[config.mk]
export PLATFORM = sky130hd
export DESIGN_NAME = pic_top
export DESIGN_NICKNAME = d
export VERILOG_FILES = /design/src/logic/pic_pkg.sv /design/src/logic/pic_sel_if.sv /design/src/logic/pic_top.sv /design/src/logic/pic_prio_enc.sv /design/src/logic/pic_edge_post.sv
export SDC_FILE = /design/constraint.sdc
export NUM_CORES = 1
export LEC_CHECK = 0
export ABC_AREA = 1
export BUFFER_PORTS_ARGS = -buffer_cell sky130_fd_sc_hd__buf_2
export CAP_MARGIN = 20
export CORE_MARGIN = 10
export CORE_UTILIZATION = 53
export DETAILED_ROUTE_END_ITERATION = 7
export PLACE_DENSITY = 0.8
export SYNTH_ARGS = -nofsm -noshare
export SYNTH_HDL_FRONTEND = slang
export SYNTH_SLANG_ARGS = --single-unit
[constraint.sdc]
create_clock -name clk -period 3.9 [get_ports clk]
set_input_delay 0.39 -clock clk [delete_from_list [all_inputs] [get_ports clk]]
set_output_delay 0.39 -clock clk [all_outputs]
set_load 0.01 [all_outputs]
[src/logic/pic_pkg.sv]
// Constants, register map and source table of the prioritized interrupt controller.
// Assumes an 8-bit register port and a CPU core that runs on the same clock.
//
// Operation
// Sources hold fixed priorities 0 to 25; vector is four times priority; lowest wins.
// An interrupt condition sets the posted flag until taken or cleared.
// Posted flags become pending only while their mask bit is set.
// Encoder picks highest pending request; taken only while global enable is set.
// Clearing a mask bit neither clears posted flags nor stops posting.
// Activity follows condition, mask update, or global enable rising with pending requests.
// General-purpose port sources post on edges, not levels.
// Dispatch starts only once the current instruction has finished.
// Dispatch lasts 13 cycles, pushing PC high, PC low, then flags.
// After the pushes the flag register clears, dropping global enable.
// PC high byte loads zero; PC low byte loads the selected vector.
// Handlers may nest by setting global enable, minding stack depth.
// Return restores PC and flags, which re-enables interrupts.
// Pending requests after a return are dispatched before the next instruction.
// Latency is remaining instruction cycles plus 13 dispatch plus 7 jump cycles.
// Reading a clear register shows 1 for every posted flag.
// Writing 0 to a clear register bit clears that posted flag.
// Writing 1 posts the source only while software post enable is set.
// Clear register 0 maps power-on, ext0, tx, rx, port0, ext1, sleep, port1.
// With software post enable clear, ones have no effect and zeros clear.
// Reserved priority slots never post, never pend, never get selected.
package pic_pkg;

  localparam int          PIC_NUM_PRIO   = 26;
  localparam int          PIC_NUM_BITS   = 24;
  localparam int          PIC_PRIO_W     = 5;
  localparam int          PIC_NUM_GPIO   = 3;
  localparam int          PIC_VEC_SHIFT  = 2;   // Vector is four times priority

  // Register offsets
  localparam logic [7:0]  PIC_ADDR_CLR0  = 8'hda;
  localparam logic [7:0]  PIC_ADDR_CLR1  = 8'hdb;
  localparam logic [7:0]  PIC_ADDR_CLR2  = 8'hdc;
  localparam logic [7:0]  PIC_ADDR_MSK3  = 8'hde;
  localparam logic [7:0]  PIC_ADDR_MSK2  = 8'hdf;
  localparam logic [7:0]  PIC_ADDR_MSK0  = 8'he0;
  localparam logic [7:0]  PIC_ADDR_MSK1  = 8'he1;
  localparam logic [7:0]  PIC_ADDR_FLAGS = 8'hf7;

  // Field positions and reset values
  localparam int          PIC_SWPE_BIT   = 7;   // Software post enable in mask register 3
  localparam int          PIC_GIE_BIT    = 0;   // Global enable inside the flag register
  localparam logic [7:0]  PIC_REG_RST    = 8'h00;
  localparam logic [23:0] PIC_BITS_RST   = 24'h000000;
  localparam logic [23:0] PIC_VALID_BITS = 24'h167fff; // Bits that own a real source

  // Priority owned by each clear/mask bit, index = register * 8 + bit; 0 means none
  localparam logic [4:0]  PIC_BIT_PRIO [PIC_NUM_BITS] = '{
    5'h01, 5'h02, 5'h03, 5'h04, 5'h05, 5'h07, 5'h19, 5'h06,
    5'h08, 5'h09, 5'h0a, 5'h0b, 5'h0c, 5'h0d, 5'h0e, 5'h00,
    5'h00, 5'h11, 5'h12, 5'h00, 5'h14, 5'h00, 5'h00, 5'h00};

  // Edge-posted port sources: port 0, port 1, port 2
  localparam logic [4:0]  PIC_GPIO_PRIO [PIC_NUM_GPIO] = '{5'h05, 5'h06, 5'h14};

  // Dispatch sequence, counted in steps after the start edge
  localparam int          PIC_DISP_CYCLES  = 13;
  localparam logic [3:0]  PIC_STEP_PCL     = 4'h0;
  localparam logic [3:0]  PIC_STEP_FLAGS   = 4'h1;
  localparam logic [3:0]  PIC_STEP_CLRF    = 4'h2;
  localparam logic [3:0]  PIC_STEP_LOAD    = 4'(PIC_DISP_CYCLES - 2);
  localparam logic [3:0]  PIC_STEP_LAST    = 4'(PIC_DISP_CYCLES - 1);

  typedef enum logic {PIC_IDLE, PIC_DISP} pic_state_t;

endpackage

[src/logic/pic_sel_if.sv]
// Bundle between the controller core and its priority encoder.
// Assumes both ends sit on the same clock; the bundle is purely combinational.
`timescale 1ns/1ps
`default_nettype none
interface pic_sel_if;
  logic [pic_pkg::PIC_NUM_PRIO-1:0] req;
  logic                             hit;
  logic [pic_pkg::PIC_PRIO_W-1:0]   win;
  modport enc (input req, output hit, output win);
  modport ctl (output req, input hit, input win);
endinterface
`default_nettype wire

[src/logic/pic_top.sv]
// Prioritized interrupt controller: posted flags, masks, priority pick and dispatch sequencer.
// Assumes a CPU on clk that flags instruction ends, returns, and takes the pushes and PC load.
`timescale 1ns/1ps
`default_nettype none
module pic_top (
  // Clock and reset
  input  wire logic        clk,
  input  wire logic        rst_n,
  // Register port
  input  wire logic [7:0]  reg_addr,
  input  wire logic [7:0]  reg_wdata,
  input  wire logic        reg_wr,
  input  wire logic        reg_rd,
  output logic      [7:0]  reg_rdata_q,
  // Interrupt sources
  input  wire logic [25:0] src_event,
  input  wire logic [2:0]  gpio_pin,
  // CPU side
  input  wire logic        instr_done,
  input  wire logic [15:0] cpu_program_counter,
  input  wire logic        return_from_interrupt,
  input  wire logic [7:0]  return_flags,
  output logic             stack_push_q,
  output logic      [7:0]  stack_data_q,
  output logic             pc_load_q,
  output logic      [15:0] pc_load_val_q,
  output logic      [7:0]  vector_q,
  output logic             dispatch_busy_q,
  output logic      [7:0]  flags_q,
  output logic             global_int_enable_q
);

  logic                    rst_meta_q;
  logic                    rst_sync_n;
  logic [23:0]             posted_q;
  logic [23:0]             posted_d;
  logic [23:0]             mask_q;
  logic                    software_post_enable_q;
  pic_pkg::pic_state_t     state_q;
  logic [3:0]              step_q;
  logic [4:0]              taken_q;
  logic [2:0]              gpio_rise;
  logic [25:0]             evt_prio;
  logic [23:0]             hw_set;
  logic [23:0]             sw_set;
  logic [23:0]             clr_bits;
  logic [23:0]             take_bits;
  logic [23:0]             wr_sel;
  logic                    start;
  logic [7:0]              win_vec;

  pic_sel_if sel ();

  // Reset release through two flops; assertion is immediate, release is clean
  always_ff @(posedge clk or negedge rst_n) begin
    if (!rst_n) begin
      rst_meta_q <= 1'b0;
      rst_sync_n <= 1'b0;
    end else begin
      rst_meta_q <= 1'b1;
      rst_sync_n <= rst_meta_q;
    end
  end

  pic_edge_post u_edge (
    .clk   (clk),
    .rst_n (rst_sync_n),
    .pin   (gpio_pin),
    .rise  (gpio_rise)
  );

  pic_prio_enc u_enc (
    .clk   (clk),
    .rst_n (rst_sync_n),
    .sel   (sel)
  );

  // Port sources ignore the level inputs and take only synchronised edges
  always_comb begin
    evt_prio = src_event;
    for (int k = 0; k < pic_pkg::PIC_NUM_GPIO; k++) begin
      evt_prio[pic_pkg::PIC_GPIO_PRIO[k]] = gpio_rise[k];
    end
  end

  // Which clear register a write hits, spread to its eight bits
  always_comb begin
    wr_sel = '0;
    if (reg_wr) begin
      case (reg_addr)
        pic_pkg::PIC_ADDR_CLR0: wr_sel[7:0]   = 8'hff;
        pic_pkg::PIC_ADDR_CLR1: wr_sel[15:8]  = 8'hff;
        pic_pkg::PIC_ADDR_CLR2: wr_sel[23:16] = 8'hff;
        default:                wr_sel        = '0;
      endcase
    end
  end

  // Per-bit set and clear terms; slots without a source never see a set
  genvar b;
  for (b = 0; b < pic_pkg::PIC_NUM_BITS; b++) begin : g_bit
    localparam logic [4:0] P = pic_pkg::PIC_BIT_PRIO[b];
    localparam logic       V = pic_pkg::PIC_VALID_BITS[b];
    assign hw_set[b]    = V && (P != 5'h00) && evt_prio[P];
    assign sw_set[b]    = V && wr_sel[b] && reg_wdata[b % 8] && software_post_enable_q;
    assign clr_bits[b]  = wr_sel[b] && !reg_wdata[b % 8];
    assign take_bits[b] = start && V && (P == sel.win);
  end

  // Posted flags: a new post in the clearing cycle wins over the clear
  assign posted_d = ((posted_q & ~clr_bits & ~take_bits) | hw_set | sw_set)
                    & pic_pkg::PIC_VALID_BITS;

  always_ff @(posedge clk or negedge rst_sync_n) begin
    if (!rst_sync_n) begin
      posted_q <= pic_pkg::PIC_BITS_RST;
    end else begin
      posted_q <= posted_d;
    end
  end

  // Mask registers; masking only gates the encoder, posting carries on
  always_ff @(posedge clk or negedge rst_sync_n) begin
    if (!rst_sync_n) begin
      mask_q                 <= pic_pkg::PIC_BITS_RST;
      software_post_enable_q <= 1'b0;
    end else if (reg_wr) begin
      case (reg_addr)
        pic_pkg::PIC_ADDR_MSK0: mask_q[7:0]   <= reg_wdata & pic_pkg::PIC_VALID_BITS[7:0];
        pic_pkg::PIC_ADDR_MSK1: mask_q[15:8]  <= reg_wdata & pic_pkg::PIC_VALID_BITS[15:8];
        pic_pkg::PIC_ADDR_MSK2: mask_q[23:16] <= reg_wdata & pic_pkg::PIC_VALID_BITS[23:16];
        pic_pkg::PIC_ADDR_MSK3: software_post_enable_q <= reg_wdata[pic_pkg::PIC_SWPE_BIT];
        default:                mask_q <= mask_q;
      endcase
    end
  end

  // Pending requests per priority feed the encoder
  always_comb begin
    sel.req = '0;
    for (int i = 0; i < pic_pkg::PIC_NUM_BITS; i++) begin
      if (posted_q[i] && mask_q[i] && pic_pkg::PIC_BIT_PRIO[i] != 5'h00) begin
        sel.req[pic_pkg::PIC_BIT_PRIO[i]] = 1'b1;
      end
    end
  end

  assign win_vec = 8'(sel.win) << pic_pkg::PIC_VEC_SHIFT;

  // Any path that makes a request pending, or raises global enable, shows up here at once
  assign start = (state_q == pic_pkg::PIC_IDLE) && sel.hit
                 && flags_q[pic_pkg::PIC_GIE_BIT] && instr_done;

  // Dispatch sequencer; fixed length keeps the handler latency predictable
  always_ff @(posedge clk or negedge rst_sync_n) begin
    if (!rst_sync_n) begin
      state_q         <= pic_pkg::PIC_IDLE;
      step_q          <= 4'h0;
      taken_q         <= 5'h00;
      dispatch_busy_q <= 1'b0;
    end else begin
      case (state_q)
        pic_pkg::PIC_IDLE: begin
          if (start) begin
            state_q         <= pic_pkg::PIC_DISP;
            step_q          <= 4'h0;
            taken_q         <= sel.win;
            dispatch_busy_q <= 1'b1;
          end
        end
        pic_pkg::PIC_DISP: begin
          step_q <= step_q + 4'h1;
          if (step_q == pic_pkg::PIC_STEP_LAST) begin
            state_q         <= pic_pkg::PIC_IDLE;
            dispatch_busy_q <= 1'b0;
          end
        end
        default: begin
          state_q         <= pic_pkg::PIC_IDLE;
          dispatch_busy_q <= 1'b0;
        end
      endcase
    end
  end

  // Stack pushes: PC high, PC low, then flags, one per cycle
  always_ff @(posedge clk or negedge rst_sync_n) begin
    if (!rst_sync_n) begin
      stack_push_q <= 1'b0;
      stack_data_q <= pic_pkg::PIC_REG_RST;
    end else if (start) begin
      stack_push_q <= 1'b1;
      stack_data_q <= cpu_program_counter[15:8];
    end else if (state_q == pic_pkg::PIC_DISP && step_q == pic_pkg::PIC_STEP_PCL) begin
      stack_push_q <= 1'b1;
      stack_data_q <= cpu_program_counter[7:0];
    end else if (state_q == pic_pkg::PIC_DISP && step_q == pic_pkg::PIC_STEP_FLAGS) begin
      stack_push_q <= 1'b1;
      stack_data_q <= flags_q;
    end else begin
      stack_push_q <= 1'b0;
    end
  end

  // PC load at the end of dispatch: high byte zero, low byte the taken vector
  always_ff @(posedge clk or negedge rst_sync_n) begin
    if (!rst_sync_n) begin
      pc_load_q     <= 1'b0;
      pc_load_val_q <= 16'h0000;
    end else if (state_q == pic_pkg::PIC_DISP && step_q == pic_pkg::PIC_STEP_LOAD) begin
      pc_load_q     <= 1'b1;
      pc_load_val_q <= {8'h00, 8'(taken_q) << pic_pkg::PIC_VEC_SHIFT};
    end else begin
      pc_load_q     <= 1'b0;
    end
  end

  // Flag register: dispatch owns it while busy so the clear cannot be overwritten
  always_ff @(posedge clk or negedge rst_sync_n) begin
    if (!rst_sync_n) begin
      flags_q <= pic_pkg::PIC_REG_RST;
    end else if (state_q == pic_pkg::PIC_DISP) begin
      if (step_q == pic_pkg::PIC_STEP_CLRF) begin
        flags_q <= pic_pkg::PIC_REG_RST;
      end
    end else if (return_from_interrupt) begin
      flags_q <= return_flags;
    end else if (reg_wr && reg_addr == pic_pkg::PIC_ADDR_FLAGS) begin
      flags_q <= reg_wdata;
    end
  end

  // Mirrors for the CPU: enable level and the current winning vector
  always_ff @(posedge clk or negedge rst_sync_n) begin
    if (!rst_sync_n) begin
      global_int_enable_q <= 1'b0;
      vector_q            <= pic_pkg::PIC_REG_RST;
    end else begin
      global_int_enable_q <= flags_q[pic_pkg::PIC_GIE_BIT];
      vector_q            <= win_vec;
    end
  end

  // Read port; reads have no side effects, unmapped addresses read zero
  always_ff @(posedge clk or negedge rst_sync_n) begin
    if (!rst_sync_n) begin
      reg_rdata_q <= pic_pkg::PIC_REG_RST;
    end else if (reg_rd) begin
      case (reg_addr)
        pic_pkg::PIC_ADDR_CLR0:  reg_rdata_q <= posted_q[7:0];
        pic_pkg::PIC_ADDR_CLR1:  reg_rdata_q <= posted_q[15:8];
        pic_pkg::PIC_ADDR_CLR2:  reg_rdata_q <= posted_q[23:16];
        pic_pkg::PIC_ADDR_MSK0:  reg_rdata_q <= mask_q[7:0];
        pic_pkg::PIC_ADDR_MSK1:  reg_rdata_q <= mask_q[15:8];
        pic_pkg::PIC_ADDR_MSK2:  reg_rdata_q <= mask_q[23:16];
        pic_pkg::PIC_ADDR_MSK3:  reg_rdata_q <= {software_post_enable_q, 7'h00};
        pic_pkg::PIC_ADDR_FLAGS: reg_rdata_q <= flags_q;
        default:                 reg_rdata_q <= 8'h00;
      endcase
    end else begin
      reg_rdata_q <= 8'h00;
    end
  end
endmodule
`default_nettype wire

[src/logic/pic_prio_enc.sv]
// Fixed-priority encoder: lowest priority number among pending requests wins.
// Assumes the request vector is already gated by the mask registers.
`timescale 1ns/1ps
`default_nettype none
module pic_prio_enc (
  // Clock and reset, for the checks only
  input wire logic clk,
  input wire logic rst_n,
  // Request and winner
  pic_sel_if.enc   sel
);

  // Scan from the top so the lowest set index is left standing
  always_comb begin
    sel.win = '0;
    for (int i = pic_pkg::PIC_NUM_PRIO - 1; i >= 0; i--) begin
      if (sel.req[i]) begin
        sel.win = pic_pkg::PIC_PRIO_W'(i);
      end
    end
    sel.hit = |sel.req;
  end
endmodule
`default_nettype wire

[src/logic/pic_edge_post.sv]
// Port pin edge detector: synchronises pins and turns rising edges into one-cycle posts.
// Assumes pins are asynchronous to clk; a pin must hold each level for two clocks.
`timescale 1ns/1ps
`default_nettype none
module pic_edge_post (
  // Clock and reset
  input  wire logic                           clk,
  input  wire logic                           rst_n,
  // Pins and posts
  input  wire logic [pic_pkg::PIC_NUM_GPIO-1:0] pin,
  output logic      [pic_pkg::PIC_NUM_GPIO-1:0] rise
);

  logic [pic_pkg::PIC_NUM_GPIO-1:0] meta_q;
  logic [pic_pkg::PIC_NUM_GPIO-1:0] sync_q;
  logic [pic_pkg::PIC_NUM_GPIO-1:0] last_q;

  // Two flops per pin, then a history flop for the edge compare
  genvar g;
  for (g = 0; g < pic_pkg::PIC_NUM_GPIO; g++) begin : g_pin
    always_ff @(posedge clk or negedge rst_n) begin
      if (!rst_n) begin
        meta_q[g] <= 1'b0;
        sync_q[g] <= 1'b0;
        last_q[g] <= 1'b0;
      end else begin
        meta_q[g] <= pin[g];
        sync_q[g] <= meta_q[g];
        last_q[g] <= sync_q[g];
      end
    end
    assign rise[g] = sync_q[g] & ~last_q[g];
  end
endmodule
`default_nettype wire

==> flow_summary.ini, run 1 <==
[synth]
synth_cell_types = 38
synthSimpleGateAreaFrac_pct = 21.5
synthAdderAreaFrac_pct = 1.03
avgSynthCellArea_sq_um = 8.10
syn_inst = 600
synth_compound_area_share_pct = 17.5
syn_area_sq_um = 4860
synth-warning-count = 0
synth_mux_area_share_pct = 0
synth_top_family_by_area = simple AND/OR/NAND/NOR gates
synth_edf_count = 0
yosysMostFrequentCell = nand2_1
yosysTopAreaCell = dfrtp_1
ys.flop_type = dfrtp_1
ys_ff_latch = 96
synth_area_leaders = dfrtp_1, nand2_1, inv_1, o21ai_1, a21oi_1
yosysTopAreaCellShare_pct = 49.4
async_reset_ff_share_pct = 100
synthXorXnorAreaFrac_pct = 0.180
netlist_top_cells_count = nand2_1, dfrtp_1, inv_1
ys_seq_area_share_pct = 49.4

[cts]
htree_num_levels = 3
cts-buffers-inserted = 9
postCtsResizedCells = 0
clk_pin_slew_worst_paths_ps = 100
cts_root_buf = clkbuf_8
cts_tree = done
postCtsSetupBuffers = 0
clkLatencyLatePin_ps = 370
clock_sinks = 96
clk_path_buf_depth = 2

[outcome]
status = complete, no violations

[setup_path]
rr_startpoint = posted_q[7]
crit_family = simple AND/OR/NAND/NOR gates
reg2reg_to = stack_data_q[0]
cp_common_cell = inv_2
crit_path_start_kind = register
cp.arrival_ps = 2610
reg2reg_slack_ps = 1560
cp-end-kind = register
crit_chain = nand2_1 > nand2_1 > nor2_1 > inv_2 > nor3_2 > inv_2 > nand2_4 > nand2_2 > inv_2 > nand3_4 > o211ai_1 > o21ai_1
cp.required_ps = 4170
critical_path_buf_inv_count = 3
critPathKind = register to register
max_stage_delay_ps = 390
crit_slowest_cell = dfrtp_1
reg2reg_depth = 12
crit_fanout = 20

[floorplanning]
initial_core_util_pct = 55.2
chipWidth_microns = 116
core_sq_um = 8810
core.rowCount = 34
ioPinCount = 127
die_h_microns = 116
dieArea_sq_um = 13400

[grt]
grt_busiest_layer = met2
gr-usage-all-layers_pct = 22.2
gr-usage-met2_pct = 35.5
grt_pass1_vias = 4313
grt_max_degree = 66
antenna_found_initial = 0
met3_usage_pct = 4.50
grt_util_met1_pct = 29.6
grt_pass1_wl_microns = 22900
grt_remaining_overflow = 0

[power_and_ir_drop]
power_density_nw_per_um2 = 510
leakage_nw = 2.91
vdd_drop_max_mv = 0.259
total_power_mw = 2.85

[timing]
fmax_ghz = 0.427
fin_tns_setup_ps = 0
worst_pin_slew_ps = 1060
finalSetupViolCount = 0
skew_ps = 15.9
hold_viol_final = 0
fin_ws_ps = 1560
finalCritPeriodShare_pct = 60.1
whs_ps = 117
rsz0062_at_grt = no
max_slew_margin_pct = 29.1
period_minus_slack_ps = 2340
maxSlewViolCount = 0

[final_layout]
fin_util_pct = 63.5
fillers = 794
drive_gt1_share_pct = 21.8
seqCellArea_sq_um = 2410
stdcell_area_sq_um = 5600
multi_input_area_sq_um = 2010
antennaDiodeCount = 0
finalNonFillerCells = 814
syn2layout_area_growth_pct = 15.1
final_net_count = 781

[worst_hold_path]
min_from = gpio_pin[1]
whs_endpoint = u_edge.meta_q[1]
min_delay_path_depth = 1
hold_path.class = input pin to register

[routing]
vias_per_cell = 5.48
drc = 0
vias = 4458
wl_per_cell_microns = 18.0
first_pass_iters = 5
routed_wl_microns = 14600
antenna_left = 0
drt_iter0_drc = 448

[place]
dp_hpwl_microns = 10900
pre_cts_slack_ps = 1570
gp_congestion = 0.969
placed_cells = 798
place.port_buffers = 101
postPlaceCellArea_sq_um = 5400

[job]
drv_cap = 0
-- worst max path at each step --
stage	startpoint	to	slack, ps	depth (start not counted)
detailed placement	reg_addr[3]	mask_q[8]	1570	10
floorplan	rst_sync_n	dispatch_busy_q	1030	0
global route	posted_q[7]	stack_data_q[0]	1400	12
CTS	posted_q[7]	stack_data_q[0]	1610	12
global placement	reg_addr[3]	mask_q[8]	1600	10
finish	posted_q[7]	stack_data_q[0]	1560	12
-- registers in the layout, summed over array words and instances, names as in the netlist --
| signal | cells |
|---|---|
| pc_load_val_q | 5 |
| mask_q | 18 |
| stack_data_q | 8 |
| rst_meta_q | 1 |
| dispatch_busy_q | 1 |
| reg_rdata_q | 8 |
| step_q | 4 |
| pc_load_q | 1 |
| u_edge.meta_q | 3 |
| u_edge.last_q | 3 |
| u_edge.sync_q | 3 |
| posted_q | 18 |
| vector_q | 5 |
| flags_q | 8 |
| state_q | 1 |
| software_post_enable_q | 1 |
| global_int_enable_q | 1 |
| stack_push_q | 1 |
| rst_sync_n | 1 |
| taken_q | 5 |
-- per-layer routing --
metal | wire length [microns] | vias to the layer above
met3 | 1140 | 21
met4 | 280 | 0
met1 | 6340 | 2086
met2 | 6880 | 218
li1 | - | 2133
met5 | 0 | -
-- worst reg2reg max path, cell delays in order, from the launching register on --
cell and delay, ps:
dfrtp_1 390, nand2_1 110, nand2_1 100, nor2_1 210, inv_2 60, nor3_2 210, inv_2 80, nand2_4 110
nand2_2 180, inv_2 350, nand3_4 220, o211ai_1 130, o21ai_1 80
-- report_power, final --
part | leakage, nW | internal (mW) | switching, mW
Clock | 0.0888 | 0.295 | 0.356
Sequential | 1.11 | 1.18 | 0.170
Combinational | 1.71 | 0.309 | 0.540
-- placed cells by master (no fill, tap or decap), drive strengths merged, types with 10 or more instances in the layout --
cell    synthesis  layout
a21oi          32      32
buf            23     103
clkbuf          3      10
conb            2      15
dfrtp          96      96
inv            86      87
nand2         164     164
nand3          20      20
nor2           40      40
o21ai          68      68
o22ai          10      10
-- layout make-up --
cell class	instances	area share (%)
inverters	86	5.77
well taps	108	2.42
clock buffers	10	2.28
clock inverters	5	1.05
multi-input cells	405	36.0
flip-flops and latches	96	43.0
repair buffers	104	9.48
-- cell families after synthesis --
| family | after synthesis |
|---|---|
| simple gates | 238 |
| compound gates | 147 |
| buf+inv | 112 |
| flops | 96 |
| fa+ha+maj | 4 |
| other cells | 2 |
| xor+xnor | 1 |
-- timing repair --
item	CTS	global route
endpoints found under the hold margin	2	0
setup endpoints to repair	0	0
hold buffers	1	0
(Power assumes the default switching activity.)
==> run 2, diff against run 1 <==
==> constraint.sdc (replaced) <==
create_clock -name clk -period 2.4 [get_ports clk]
set_input_delay 0.24 -clock clk [delete_from_list [all_inputs] [get_ports clk]]
set_output_delay 0.24 -clock clk [all_outputs]
set_load 0.01 [all_outputs]
==> run 2 against run 1 <==
  * Clock power increased by 72%
  * Total power increased by 67%
  * Global-route usage increased by 0.59 points
  * Die area unchanged
  * Worst setup slack got worse by 1300 ps
  * Utilization increased by 1.5 points
  * First-iteration DRC count decreased by 16%
  * Largest power group unchanged
==> flow_summary.ini, run 2 (synthesis gave the netlist of run 1 again) <==
[place]
placed_cells = 808
place.port_buffers = 101
gp_congestion = 1.01
postPlaceCellArea_sq_um = 5490
pre_cts_slack_ps = 259
dp_hpwl_microns = 11500

[cts]
postCtsResizedCells = 0
htree_num_levels = 3
cts-buffers-inserted = 9
cts_tree = done
clk_pin_slew_worst_paths_ps = 110
cts_hold_buf = 4
clock_sinks = 96
clkLatencyLatePin_ps = 380
postCtsSetupBuffers = 0
cts_root_buf = clkbuf_8
clk_path_buf_depth = 2

[grt]
gr-usage-all-layers_pct = 22.8
grt_pass1_wl_microns = 24000
grt_max_degree = 66
grt_remaining_overflow = 0
antenna_found_initial = 0
grt_pass1_vias = 4613

[routing]
routed_wl_microns = 14800
antenna_left = 0
drc = 0
vias_per_cell = 5.45
wl_per_cell_microns = 17.8
vias = 4512
drt_iter0_drc = 375
first_pass_iters = 5

[final_layout]
finalNonFillerCells = 828
antennaDiodeCount = 0
final_common_cell = nand2_1
syn2layout_area_growth_pct = 17.8
fillers = 769
fin_util_pct = 65.0
layout_top_registers = mask_q x18, posted_q x18
mostFrequentLayoutCells = nand2_1, buf_2, dfrtp_1, inv_1, o21ai_1
final_net_count = 794
drive_gt1_share_pct = 23.1
stdcell_area_sq_um = 5730

[setup_path]
crit_fanout = 20
crit_path_start_kind = register
cp.required_ps = 2680
crit_family = simple AND/OR/NAND/NOR gates
cp-end-kind = register
critPathKind = register to register
max_stage_delay_ps = 400
cp.arrival_ps = 2400
critical_path_buf_inv_count = 3
cp_common_cell = inv_2
crit_chain = nand2_1 > nand2_1 > nor2_1 > inv_2 > nor3_2 > inv_2 > nand2_4 > nand2_2 > inv_2 > nand3_4 > o211ai_1 > o21ai_1
crit_slowest_cell = dfrtp_1

[floorplanning]
dieArea_sq_um = 13400
die_h_microns = 116
ioPinCount = 127
core_sq_um = 8810
core.rowCount = 34
chipWidth_microns = 116
initial_core_util_pct = 55.2

[timing]
max_slew_margin_pct = 59.9
skew_ps = 20.3
maxSlewViolCount = 0
worst_pin_slew_ps = 602
hold_viol_final = 0
finalSetupViolCount = 0
fmax_ghz = 0.471
fin_tns_setup_ps = 0
whs_ps = 46.9
fin_ws_ps = 279
finalCritPeriodShare_pct = 88.4
period_minus_slack_ps = 2120
rsz0062_at_grt = no

[power_and_ir_drop]
vdd_drop_max_mv = 0.478
power_density_nw_per_um2 = 831
leakage_nw = 2.99
total_power_mw = 4.76

[worst_hold_path]
hold_path.class = input pin to register

[job]
drv_cap = 0

[outcome]
status = complete, no violations
run 2: final cells by class:
cell class	count	area (sq um)	share of cell area [%]
Clock inverter	7	77.6	1.35
Sequential cell	96	2410	42.0
Tap cell	108	135	2.36
Multi-Input combinational cell	405	2010	35.2
Timing Repair Buffer	117	648	11.3
Inverter	86	323	5.64
Clock buffer	9	124	2.16
run 2: metal layers:
layer  up-vias  routed length [microns]  global-route usage, %
met5         -                        0                      0
met3        26                      977                   4.39
met2       160                     7060                   37.6
met1      2162                     6430                   29.7
li1       2164                        -                      -
met4         0                      296                   6.76
run 2: worst paths after layout:
path,start,to,slack [ps],cells after the start
setup / recovery,mask_q[7],stack_data_q[0],280,12
hold / removal,src_event[18],posted_q[18],50,3
setup reg to reg,mask_q[7],stack_data_q[0],280,12
hold reg to reg,rst_sync_n,stack_data_q[2],260,0
max in group asynchronous,rst_sync_n,mask_q[2],1430,1
min in group asynchronous,rst_n,rst_sync_n,160,2
run 2: power breakdown:
part | switching (mW) | internal [mW]
clock | 0.620 | 0.497
sequential | 0.231 | 1.93
combinational | 0.940 | 0.545
run 2: worst register-to-register path: stages, from the launching register on:
cell and delay (ps):
dfrtp_1 400, nand2_1 100, nand2_1 90, nor2_1 200
inv_2 60, nor3_2 210, inv_2 80, nand2_4 100
nand2_2 70, inv_2 290, nand3_4 220, o211ai_1 130
o21ai_1 90
